===== src/core/ddc_pkg.sv =====
// Shared constants for the converter configuration register group
package ddc_pkg;

   // ============================================================
   // Register offsets (register port and config-page commands)
   localparam logic [7:0] OFS_OPERATING_MODE   = 8'h25;
   localparam logic [7:0] OFS_HOST_LINK        = 8'h26;
   localparam logic [7:0] OFS_SCRATCH_POINTER  = 8'h2B;
   localparam logic [7:0] OFS_SCRATCH_WORD     = 8'h2C;
   localparam logic [7:0] OFS_ALL_CHANNEL_CODE = 8'h50;

   localparam logic [7:0] PMB_CONFIG_PAGE      = 8'hFF;
   localparam logic [7:0] PMB_CMD_OPERATING    = 8'hE9;
   localparam logic [7:0] PMB_CMD_POINTER      = 8'hEF;
   localparam logic [7:0] PMB_CMD_WORD         = 8'hF0;
   localparam logic [7:0] PMB_CMD_ALL_CHANNEL  = 8'hF1;

   // ============================================================
   // Field positions
   localparam int LOW_POWER_BIT       = 13;
   localparam int PROTECT_LSB         = 8;
   localparam int TIMEOUT_EN_BIT      = 12;
   localparam int PMBUS_EN_BIT        = 8;
   localparam int FAST_READBACK_BIT   = 2;
   localparam int READBACK_PIN_BIT    = 0;
   localparam int POINTER_WIDTH       = 8;
   localparam int WORD_WIDTH          = 16;
   localparam int CODE_WIDTH          = 12;
   localparam int CURRENT_CODE_WIDTH  = 8;
   localparam int CODE_LSB            = 4;
   localparam int CHANNELS            = 2;
   localparam int MEM_DEPTH           = 256;

   // Writable bits of the host link register
   localparam logic [15:0] HOST_LINK_MASK = 16'h1105;
   localparam logic [15:0] CODE_MASK      = 16'hFFF0;

   // ============================================================
   // Reset values
   localparam logic [15:0] OPERATING_MODE_RESET = 16'h0000;
   localparam logic [15:0] HOST_LINK_RESET      = 16'h0000;
   localparam logic [7:0]  POINTER_RESET        = 8'h00;
   localparam logic [15:0] ALL_CHANNEL_RESET    = 16'h0000;
   localparam logic [11:0] CHANNEL_CODE_RESET   = 12'h000;

   // ============================================================
   // Protect response encodings
   typedef enum logic [1:0] {
      PROT_HIZ         = 2'h0,
      PROT_NVM_THEN_HIZ = 2'h1,
      PROT_SLEW_LOW    = 2'h2,
      PROT_SLEW_HIGH   = 2'h3
   } ddc_protect_t;

   typedef enum logic [1:0] {
      PS_IDLE,
      PS_JUMP,
      PS_SLEW,
      PS_POWERED_DOWN
   } ddc_prot_state_t;

   // Cycles between slew steps of one code
   localparam logic [3:0] SLEW_STEP_CYCLES = 4'h1;
   // Read answer latency in cycles
   localparam int READ_LATENCY = 2;

endpackage : ddc_pkg


===== src/core/ddc_config_regs.sv =====
// Configuration register group: protect response, host link options, scratch memory, broadcast
//
// Notes on behaviour
// - Protect 00: Hi-Z at once; 01: jump to stored code, then Hi-Z.
// - Protect 10/11: slew to margin-low/high code, then Hi-Z power-down.
// - Bus timeout enabled only while the timeout-enable bit is one.
// - Paged bus commands accepted only while the paged-bus enable bit is one.
// - Fast readback timing only while the fast-readback bit is one.
// - Serial read data driven on the pin only while readback-enable is one.
// - Writing the pointer selects the memory word for the next data access.
// - Each write through the data register advances the pointer by one.
// - Data writes store at the pointer; data reads return that word.
// - Outside a protect jump or slew, a broadcast write applies its code to all enabled channels at once.
// - Broadcast code left-aligned: 12 bits voltage mode, 8 bits current mode.
// - Broadcast code is unsigned straight binary.
// - Only channels with broadcast enable set take the broadcast code.
// - Paged bus reaches the four registers on page FFh, commands E9h, EFh, F0h and F1h.
// - Falling edge on the protect input launches the response; high does nothing.
`timescale 1ns/1ns
module ddc_config_regs (
   input  wire logic                                        clk_i,
   input  wire logic                                        reset_i,
   // Register port from the serial front end
   input  wire logic [7:0]                                  reg_addr_i,
   input  wire logic                                        reg_wr_i,
   input  wire logic                                        reg_rd_i,
   input  wire logic [15:0]                                 reg_wdata_i,
   output logic      [15:0]                                 reg_rdata_o,
   output logic                                             reg_rvalid_o,
   output logic                                             reg_err_o,
   // Paged bus command port
   input  wire logic                                        pmb_valid_i,
   input  wire logic                                        pmb_wr_i,
   input  wire logic [7:0]                                  pmb_page_i,
   input  wire logic [7:0]                                  pmb_cmd_i,
   input  wire logic [15:0]                                 pmb_wdata_i,
   output logic                                             pmb_nack_o,
   // Host link controls
   output logic                                             low_power_select_o,
   output logic                                             i2c_timeout_en_o,
   output logic                                             pmbus_en_o,
   output logic                                             fast_readback_enable_o,
   output logic                                             readback_pin_enable_o,
   // General-purpose pin
   input  wire logic                                        gpio_i,
   input  wire logic                                        protect_input_sel_i,
   input  wire logic                                        sdo_active_i,
   input  wire logic                                        sdo_data_i,
   output logic                                             gpio_o,
   output logic                                             gpio_oe_o,
   // Channels
   input  wire logic [ddc_pkg::CHANNELS-1:0]                channel_broadcast_enable_i,
   input  wire logic [ddc_pkg::CHANNELS-1:0]                current_output_mode_i,
   input  wire logic [ddc_pkg::CHANNELS*ddc_pkg::CODE_WIDTH-1:0] nvm_code_i,
   input  wire logic [ddc_pkg::CHANNELS*ddc_pkg::CODE_WIDTH-1:0] margin_low_i,
   input  wire logic [ddc_pkg::CHANNELS*ddc_pkg::CODE_WIDTH-1:0] margin_high_i,
   output logic      [ddc_pkg::CHANNELS*ddc_pkg::CODE_WIDTH-1:0] channel_code_o,
   output logic      [ddc_pkg::CHANNELS-1:0]                channel_hiz_o,
   output logic                                             protect_busy_o
);
   import ddc_pkg::*;

   // ============================================================
   // Registers
   logic [15:0]              operating_mode_settings;
   logic [15:0]              host_link_settings;
   logic [POINTER_WIDTH-1:0] scratch_memory_pointer;
   logic [15:0]              all_channel_code;
   logic [WORD_WIDTH-1:0]    mem_rdata;

   // ============================================================
   // Paged bus command decode
   wire pmb_page_hit  = (pmb_page_i == PMB_CONFIG_PAGE);
   wire pmb_cmd_known = (pmb_cmd_i == PMB_CMD_OPERATING)
                      | (pmb_cmd_i == PMB_CMD_POINTER)
                      | (pmb_cmd_i == PMB_CMD_WORD)
                      | (pmb_cmd_i == PMB_CMD_ALL_CHANNEL);
   wire pmb_accept    = pmb_valid_i & host_link_settings[PMBUS_EN_BIT]
                      & pmb_page_hit & pmb_cmd_known & ~reg_wr_i & ~reg_rd_i;
   wire pmb_refuse    = pmb_valid_i & ~pmb_accept;

   logic [7:0] pmb_offset;
   always_comb begin
      unique case (pmb_cmd_i)
         PMB_CMD_OPERATING:   pmb_offset = OFS_OPERATING_MODE;
         PMB_CMD_POINTER:     pmb_offset = OFS_SCRATCH_POINTER;
         PMB_CMD_WORD:        pmb_offset = OFS_SCRATCH_WORD;
         PMB_CMD_ALL_CHANNEL: pmb_offset = OFS_ALL_CHANNEL_CODE;
         default:             pmb_offset = 8'h00;
      endcase
   end

   // ============================================================
   // Merged access path; the register port wins over the paged port
   wire        acc_wr    = reg_wr_i | (pmb_accept & pmb_wr_i);
   wire        acc_rd    = (reg_rd_i & ~reg_wr_i) | (pmb_accept & ~pmb_wr_i);
   wire [7:0]  acc_addr  = (reg_wr_i | reg_rd_i) ? reg_addr_i : pmb_offset;
   wire [15:0] acc_wdata = reg_wr_i ? reg_wdata_i : pmb_wdata_i;

   wire sel_mode  = (acc_addr == OFS_OPERATING_MODE);
   wire sel_link  = (acc_addr == OFS_HOST_LINK);
   wire sel_ptr   = (acc_addr == OFS_SCRATCH_POINTER);
   wire sel_word  = (acc_addr == OFS_SCRATCH_WORD);
   wire sel_bcast = (acc_addr == OFS_ALL_CHANNEL_CODE);
   wire sel_any   = sel_mode | sel_link | sel_ptr | sel_word | sel_bcast;

   wire wr_mode  = acc_wr & sel_mode;
   wire wr_link  = acc_wr & sel_link;
   wire wr_ptr   = acc_wr & sel_ptr;
   wire wr_word  = acc_wr & sel_word;
   wire wr_bcast = acc_wr & sel_bcast;

   // ============================================================
   // Configuration registers
   always_ff @(posedge clk_i or posedge reset_i) begin
      if (reset_i) begin
         operating_mode_settings <= OPERATING_MODE_RESET;
         host_link_settings      <= HOST_LINK_RESET;
      end else begin
         if (wr_mode) begin
            operating_mode_settings <= acc_wdata;
         end
         if (wr_link) begin
            host_link_settings <= acc_wdata & HOST_LINK_MASK;
         end
      end
   end

   // ============================================================
   // Scratch memory pointer
   wire [POINTER_WIDTH-1:0] next_pointer = scratch_memory_pointer + 8'h01;

   always_ff @(posedge clk_i or posedge reset_i) begin
      if (reset_i) begin
         scratch_memory_pointer <= POINTER_RESET;
      end else if (wr_ptr) begin
         scratch_memory_pointer <= acc_wdata[POINTER_WIDTH-1:0];
      end else if (wr_word) begin
         scratch_memory_pointer <= next_pointer;
      end
      // Reads never move the pointer
   end

   ddc_scratch_mem u_mem (
      .clk_i   (clk_i),
      .wr_i    (wr_word),
      .addr_i  (scratch_memory_pointer),
      .wdata_i (acc_wdata),
      .rdata_o (mem_rdata)
   );

   // ============================================================
   // Read answer: two cycles, so a read right after a pointer write
   // sees the newly addressed word
   logic        rd_q;
   logic        rd_err_q;
   logic [15:0] rd_data_q;
   logic        rd_word_q;

   wire [15:0] rd_mux = sel_mode  ? operating_mode_settings :
                        sel_link  ? host_link_settings :
                        sel_ptr   ? {8'h00, scratch_memory_pointer} :
                        sel_bcast ? (all_channel_code & CODE_MASK) :
                                    16'h0000;

   always_ff @(posedge clk_i or posedge reset_i) begin
      if (reset_i) begin
         rd_q      <= 1'b0;
         rd_err_q  <= 1'b0;
         rd_word_q <= 1'b0;
         rd_data_q <= 16'h0000;
      end else begin
         rd_q      <= acc_rd;
         rd_err_q  <= acc_rd & ~sel_any;
         rd_word_q <= acc_rd & sel_word;
         rd_data_q <= rd_mux;
      end
   end

   always_ff @(posedge clk_i or posedge reset_i) begin
      if (reset_i) begin
         reg_rvalid_o <= 1'b0;
         reg_err_o    <= 1'b0;
         reg_rdata_o  <= 16'h0000;
         pmb_nack_o   <= 1'b0;
      end else begin
         reg_rvalid_o <= rd_q;
         reg_err_o    <= rd_err_q | ((reg_wr_i | pmb_accept & pmb_wr_i) & ~sel_any);
         reg_rdata_o  <= rd_word_q ? mem_rdata : rd_data_q;
         pmb_nack_o   <= pmb_refuse;
      end
   end

   // ============================================================
   // Host link controls
   always_ff @(posedge clk_i or posedge reset_i) begin
      if (reset_i) begin
         low_power_select_o     <= 1'b0;
         i2c_timeout_en_o       <= 1'b0;
         pmbus_en_o             <= 1'b0;
         fast_readback_enable_o <= 1'b0;
         readback_pin_enable_o  <= 1'b0;
         gpio_o                 <= 1'b0;
         gpio_oe_o              <= 1'b0;
      end else begin
         low_power_select_o     <= operating_mode_settings[LOW_POWER_BIT];
         i2c_timeout_en_o       <= host_link_settings[TIMEOUT_EN_BIT];
         pmbus_en_o             <= host_link_settings[PMBUS_EN_BIT];
         fast_readback_enable_o <= host_link_settings[FAST_READBACK_BIT];
         readback_pin_enable_o  <= host_link_settings[READBACK_PIN_BIT];
         gpio_o                 <= host_link_settings[READBACK_PIN_BIT] & sdo_data_i;
         gpio_oe_o              <= host_link_settings[READBACK_PIN_BIT] & sdo_active_i;
      end
   end

   // ============================================================
   // Protect trigger: falling edge of the pin while it serves as protect input
   logic gpio_q;
   always_ff @(posedge clk_i or posedge reset_i) begin
      if (reset_i) begin
         gpio_q <= 1'b1;
      end else begin
         gpio_q <= gpio_i;
      end
   end

   wire protect_fall = protect_input_sel_i & gpio_q & ~gpio_i;

   ddc_protect_t    protect_mode;
   ddc_prot_state_t prot_state;
   ddc_prot_state_t next_prot_state;
   logic [3:0]      slew_cnt;

   assign protect_mode = ddc_protect_t'(operating_mode_settings[PROTECT_LSB +: 2]);

   wire slew_tick = (slew_cnt == 4'h0);

   // ============================================================
   // Channel codes and power state
   logic [CODE_WIDTH-1:0] code   [CHANNELS];
   logic [CODE_WIDTH-1:0] target [CHANNELS];
   logic [CHANNELS-1:0]   at_target;
   logic [CHANNELS-1:0]   hiz;

   // Broadcast code, left-aligned unsigned binary per channel mode
   wire [CODE_WIDTH-1:0] bcast_voltage = acc_wdata[15:CODE_LSB];
   wire [CODE_WIDTH-1:0] bcast_current = {acc_wdata[15:8], 4'h0};

   always_ff @(posedge clk_i or posedge reset_i) begin
      if (reset_i) begin
         all_channel_code <= ALL_CHANNEL_RESET;
      end else if (wr_bcast) begin
         all_channel_code <= acc_wdata;
      end
   end

   genvar ch;
   generate
      for (ch = 0; ch < CHANNELS; ch++) begin : g_ch
         wire [CODE_WIDTH-1:0] nvm_c  = nvm_code_i[ch*CODE_WIDTH +: CODE_WIDTH];
         wire [CODE_WIDTH-1:0] low_c  = margin_low_i[ch*CODE_WIDTH +: CODE_WIDTH];
         wire [CODE_WIDTH-1:0] high_c = margin_high_i[ch*CODE_WIDTH +: CODE_WIDTH];
         wire [CODE_WIDTH-1:0] bc     = current_output_mode_i[ch] ? bcast_current
                                                                  : bcast_voltage;
         wire take_bcast = wr_bcast & channel_broadcast_enable_i[ch]
                         & (prot_state inside {PS_IDLE, PS_POWERED_DOWN});
         wire up         = target[ch] > code[ch];

         assign target[ch]    = (protect_mode == PROT_SLEW_HIGH) ? high_c : low_c;
         assign at_target[ch] = (code[ch] == target[ch]);

         always_ff @(posedge clk_i or posedge reset_i) begin
            if (reset_i) begin
               code[ch] <= CHANNEL_CODE_RESET;
               hiz[ch]  <= 1'b0;
            end else begin
               if (take_bcast) begin
                  code[ch] <= bc;
                  hiz[ch]  <= 1'b0;
               end else if (prot_state == PS_IDLE && protect_fall
                            && protect_mode == PROT_HIZ) begin
                  hiz[ch] <= 1'b1;
               end else if (prot_state == PS_JUMP) begin
                  code[ch] <= nvm_c;
               end else if (prot_state == PS_SLEW && slew_tick && !at_target[ch]) begin
                  code[ch] <= up ? code[ch] + 12'h001 : code[ch] - 12'h001;
               end else if (next_prot_state == PS_POWERED_DOWN) begin
                  hiz[ch] <= 1'b1;
               end
            end
         end

         always_ff @(posedge clk_i or posedge reset_i) begin
            if (reset_i) begin
               channel_code_o[ch*CODE_WIDTH +: CODE_WIDTH] <= CHANNEL_CODE_RESET;
               channel_hiz_o[ch]                           <= 1'b0;
            end else begin
               channel_code_o[ch*CODE_WIDTH +: CODE_WIDTH] <= code[ch];
               channel_hiz_o[ch]                           <= hiz[ch];
            end
         end
      end
   endgenerate

   // ============================================================
   // Protect sequencer
   always_comb begin
      next_prot_state = prot_state;
      unique case (prot_state)
         PS_IDLE: begin
            if (protect_fall) begin
               unique case (protect_mode)
                  PROT_HIZ:          next_prot_state = PS_POWERED_DOWN;
                  PROT_NVM_THEN_HIZ: next_prot_state = PS_JUMP;
                  PROT_SLEW_LOW,
                  PROT_SLEW_HIGH:    next_prot_state = PS_SLEW;
               endcase
            end
         end
         PS_JUMP: next_prot_state = PS_POWERED_DOWN;
         PS_SLEW: begin
            if (&at_target) begin
               next_prot_state = PS_POWERED_DOWN;
            end
         end
         PS_POWERED_DOWN: begin
            if (wr_bcast) begin
               next_prot_state = PS_IDLE;
            end
         end
      endcase
   end

   always_ff @(posedge clk_i or posedge reset_i) begin
      if (reset_i) begin
         prot_state     <= PS_IDLE;
         slew_cnt       <= 4'h0;
         protect_busy_o <= 1'b0;
      end else begin
         prot_state     <= next_prot_state;
         slew_cnt       <= (prot_state != PS_SLEW || slew_tick) ? SLEW_STEP_CYCLES - 4'h1
                                                                : slew_cnt - 4'h1;
         protect_busy_o <= (next_prot_state != PS_IDLE);
      end
   end

endmodule : ddc_config_regs


===== src/core/ddc_scratch_mem.sv =====
// Scratch memory with registered read data
`timescale 1ns/1ns
module ddc_scratch_mem (
   input  wire logic                                 clk_i,
   input  wire logic                                 wr_i,
   input  wire logic [ddc_pkg::POINTER_WIDTH-1:0]    addr_i,
   input  wire logic [ddc_pkg::WORD_WIDTH-1:0]       wdata_i,
   output logic      [ddc_pkg::WORD_WIDTH-1:0]       rdata_o
);
   import ddc_pkg::*;

   logic [WORD_WIDTH-1:0] mem [MEM_DEPTH];

   always_ff @(posedge clk_i) begin
      if (wr_i) begin
         mem[addr_i] <= wdata_i;
      end
      rdata_o <= mem[addr_i];
   end

endmodule : ddc_scratch_mem


===== config.mk =====
export PLATFORM = sky130hd
export DESIGN_NAME = ddc_config_regs
export DESIGN_NICKNAME = d
export VERILOG_FILES = /design/src/core/ddc_pkg.sv /design/src/core/ddc_config_regs.sv /design/src/core/ddc_scratch_mem.sv
export SDC_FILE = /design/constraint.sdc
export NUM_CORES = 2
export LEC_CHECK = 0
export BUFFER_PORTS_ARGS = -buffer_cell sky130_fd_sc_hd__clkbuf_2
export CAP_MARGIN = 40
export CORE_UTILIZATION = 35
export CTS_CLUSTER_DIAMETER = 200
export DETAILED_ROUTE_END_ITERATION = 16
export HOLD_SLACK_MARGIN = 0.1
export PLACE_DENSITY = 0.56
export SYNTH_ARGS = -nofsm -noshare
export SYNTH_HDL_FRONTEND = slang
export SYNTH_SLANG_ARGS = --single-unit

===== constraint.sdc =====
create_clock -name clk_i -period 14 [get_ports clk_i]
set_input_delay 4.2 -clock clk_i [delete_from_list [all_inputs] [get_ports clk_i]]
set_output_delay 4.2 -clock clk_i [all_outputs]
set_load 0.01 [all_outputs]

==> flow_summary_export.csv <==
group,metric,value,unit
place,dp_hpwl,306000,um
sta,relSlewSlack,21.0,%
yosys,synth_edf_count,4096,
worst_setup_path,r2r_end,"u_mem.rdata_o[9]$_DFF_P_",
yosys,synth.avg_cell_area,22.7,um2
floorplanning,rows,251,
final_layout,syn2layout_area_growth,16.2,%
yosys,synthSimpleGateAreaFrac,1.75,%
pwr,pwr-share-seq,49.2,%
detailed_routing,routed_wl,481000,um
pwr,power.density,151,nW/um2
pwr,internal-power,21.9,mW
global_route,grt_max_degree,125,
sta,tightest_slew,1.18,ns
final_layout,drive_above_1_share,33.0,%
floorplanning,die_area,473000,um2
sta,rsz0062_at_grt,"false",
pwr,p_clk_share,39.9,%
place,placed_cell_area,176000,um2
floorplanning,initial_core_util,35.2,%
yosys,ys_seq_area_share,77.1,%
yosys,syn-num-nets,7454,
yosys,synthMuxAreaShare,17.7,%
sta,hold_viol,0,
global_route,grt_pass1_wl,663000,um
yosys,synth_compound_area_share,1.69,%
detailed_routing,antenna_left,0,
clock_network,clockBufferDepth,4,
sta,worst_slack,5.75,ns
sta,setup_viol,0,
detailed_routing,drt_iter0_markers,10856,
place,placed_cells,13617,
detailed_routing,routed_via_density,5.58,
final_layout,final_cell_area,191000,um2
clock_network,cts_sinks,4257,
worst_setup_path,worstPathMaxFanout,20,
clock_network,clk_pin_slew,0.06,ns
final_layout,fillerInstances,40452,
sta,drv_slew,0,
floorplanning,ios,195,
pwr,peakVddDrop,0.000107,V
flow_run,drv_cap,0,
final_layout,stdcell_count,14467,
worst_setup_path,r2r_start,"scratch_memory_pointer[0]$_DFFE_PP0P_",
pwr,finalPower,29.0,mW
sta,whs,0.341,ns
min_path,hp-class,"reg -> reg",
min_path,hold_depth,0,
clock_network,clk_latency,1.03,ns
worst_setup_path,crit_arrival,8.85,ns
floorplanning,coreArea,468000,um2
clock_network,cts_tree,"yes",
final_layout,nets,8103,
yosys,synth_xor_area_share,0.144,%
global_route,antenna_found_initial,31,
sta,fmax,0.121,GHz
sta,finalSetupTns,0,ns
sta,finalClockSkew,0.0526,ns
final_layout,fin_util,40.9,%
clock_network,ctsHoldBuffers,0,
worst_setup_path,crit_path_end_kind,"register",
global_route,grt_use_total,20.0,%
worst_setup_path,cp.required,14.59,ns
clock_network,numCtsBuffers,425,
yosys,postSynthCellCount,7256,
yosys,yosys_warnings,0,
floorplanning,die_h,688,um
yosys,synth_top_family_by_area,"multiplexers",
yosys,synth_fa_ha_area_share,0.435,%
detailed_routing,drtPass1Iterations,10,
pwr,swShare,24.3,%
worst_setup_path,reg2reg_depth,10,
place,place_ws,4.72,ns
clock_network,cts_resized,0,
yosys,yosys_most_used_dff,"edfxtp_1",
pwr,comb_power_share,10.9,%
clock_network,htree_levels,5,
clock_network,root_buffer,"clkbuf_16",
place,gp_congestion,0.928,
pwr,switchingPower,7.06,mW
worst_setup_path,critPathLaunchType,"input pin",
detailed_routing,wire_per_inst,33.2,um
detailed_routing,via_count,80697,
clock_network,postCtsSetupRepairBufs,0,
place,port_buffers,194,
global_route,grt_pass1_vias,80629,
yosys,yosysUniqueCellTypes,74,
sta,layout_min_cycle_time,8.25,ns
min_path,hold_path.startpoint,"rd_q$_DFF_PP0_",
worst_setup_path,path_class,"in -> reg",
worst_setup_path,rrSetupSlack,7.93,ns
detailed_routing,drc,0,
min_path,holdPathEnd,"reg_rvalid_o$_DFF_PP0_",
yosys,synthArstFlopShare,3.41,%
status,status,"complete, no violations",
sta,period_share,59.0,%
yosys,synth-seq-cells,4257,
pwr,power.leakage,59.4,nW
global_route,grt-ovfl-total,0,
floorplanning,die_w,688,um
yosys,syn_area,165000,um2
## how the worst max path moves through the flow
stage	startpoint	end	depth (start not counted)
finish	reg_wr_i	u_mem.mem[79][1]$_DFFE_PP_	10
global route	reg_wr_i	u_mem.mem[191][12]$_DFFE_PP_	11
CTS	reg_wr_i	u_mem.mem[79][3]$_DFFE_PP_	10
detailed placement	reg_wr_i	u_mem.mem[79][0]$_DFFE_PP_	10
global placement	reg_wr_i	u_mem.mem[21][11]$_DFFE_PP_	8
floorplan	reg_wr_i	u_mem.mem[0][12]$_DFFE_PP_	4
## logic make-up (layout without fill, tap and decap cells)
kind of cell	after synthesis	count (layout)
simple gates	637	637
compound gates	403	403
buf+inv	447	1453
mux	1429	1429
other cells	0	7
fa+ha+maj	56	56
flops	4257	4257
xor+xnor	27	27
## power groups by stage
stage / Combinational, mW / Clock (mW) / Sequential (mW)
global placement: 3.04 / 0 / 14.5
floorplan: 1.86 / 0 / 14.6
global route: 3.34 / 12.2 / 14.3
detailed placement: 3.16 / 0 / 14.5
CTS: 3.16 / 11.7 / 14.3
finish: 3.16 / 11.5 / 14.3
## Yosys cell counts (10+ instances only)
library cell	n	share of area, %
nand4_1	24	0.091
edfxtp_1	4096	75
nor4_1	13	0.049
buf_2	148	0.45
xor2_1	17	0.090
o32ai_1	12	0.064
buf_1	38	0.087
nor2_1	307	0.70
or3_1	19	0.072
buf_4	23	0.10
mux2i_1	205	1.2
nor2b_1	15	0.057
ha_1	54	0.41
nand2_1	142	0.32
nand3_1	20	0.061
inv_1	57	0.13
a22oi_1	61	0.28
mux4_2	1185	16
xnor2_1	10	0.053
mux2_2	39	0.27
dfrtp_1	144	2.2
o211ai_1	40	0.18
clkbuf_1	179	0.41
a22o_1	33	0.18
nand2b_1	16	0.061
o22ai_1	74	0.28
nor3_1	29	0.088
o21ai_0	56	0.17
dfxtp_1	16	0.19
a21oi_1	55	0.17
## cell type report
| class | instances | area [um2] | area share [%] |
|---|---|---|---|
| Tap cell | 6198 | 7750 | 4.05 |
| Inverter | 57 | 339 | 0.177 |
| Sequential cell | 4257 | 127000 | 66.4 |
| Clock inverter | 280 | 3020 | 1.58 |
| Timing Repair Buffer | 612 | 5680 | 2.97 |
| Multi-Input combinational cell | 2552 | 36500 | 19.1 |
| Antenna cell | 7 | 17.5 | 0.00916 |
| Clock buffer | 504 | 11000 | 5.76 |
## state kept, by name (all words and copies together) (netlist names), 2 cells and up
| signal | count |
|---|---|
| channel_hiz_o | 2 |
| u_mem.rdata_o | 16 |
| scratch_memory_pointer | 8 |
| code | 24 |
| rd_data_q | 16 |
| slew_cnt | 4 |
| all_channel_code | 12 |
| reg_rdata_o | 16 |
| channel_code_o | 24 |
| operating_mode_settings | 16 |
| hiz | 2 |
| u_mem.mem | 4096 |
| prot_state | 2 |
| host_link_settings | 4 |
## critical path, stage by stage
cell      delay (ns)
clkbuf_2        0.38
or2_2           0.56
or2_2           0.36
or4_4           0.55
a211oi_4        0.34
buf_4           0.48
buf_12          0.28
nand3_1         0.36
buf_4           0.44
nor2_2          0.77
## metal layers
layer	vias to the layer above	global-route usage [%]	wire, um
met3	832	4.71	45100
li1	32171	-	-
met4	12	7.82	21900
met1	43535	27.1	191000
met2	4147	31.3	223000
met5	-	0.0204	80
## cell usage in the layout (no fill, tap or decap), drive strengths merged, types with 19 or more instances in the layout
cell	n
clkbuf	702
nand4	24
a22oi	61
o211ai	40
edfxtp	4096
mux2i	205
o22ai	74
dfrtp	144
inv	77
o21ai	56
nand3	20
bufinv	51
nand2	143
nor3	29
mux4	1185
a22o	33
clkinvlp	21
mux2	39
buf	414
clkinv	188
a21oi	55
ha	54
or3	19
nor2	307
No activity file was read; power rests on OpenSTA's default activity.
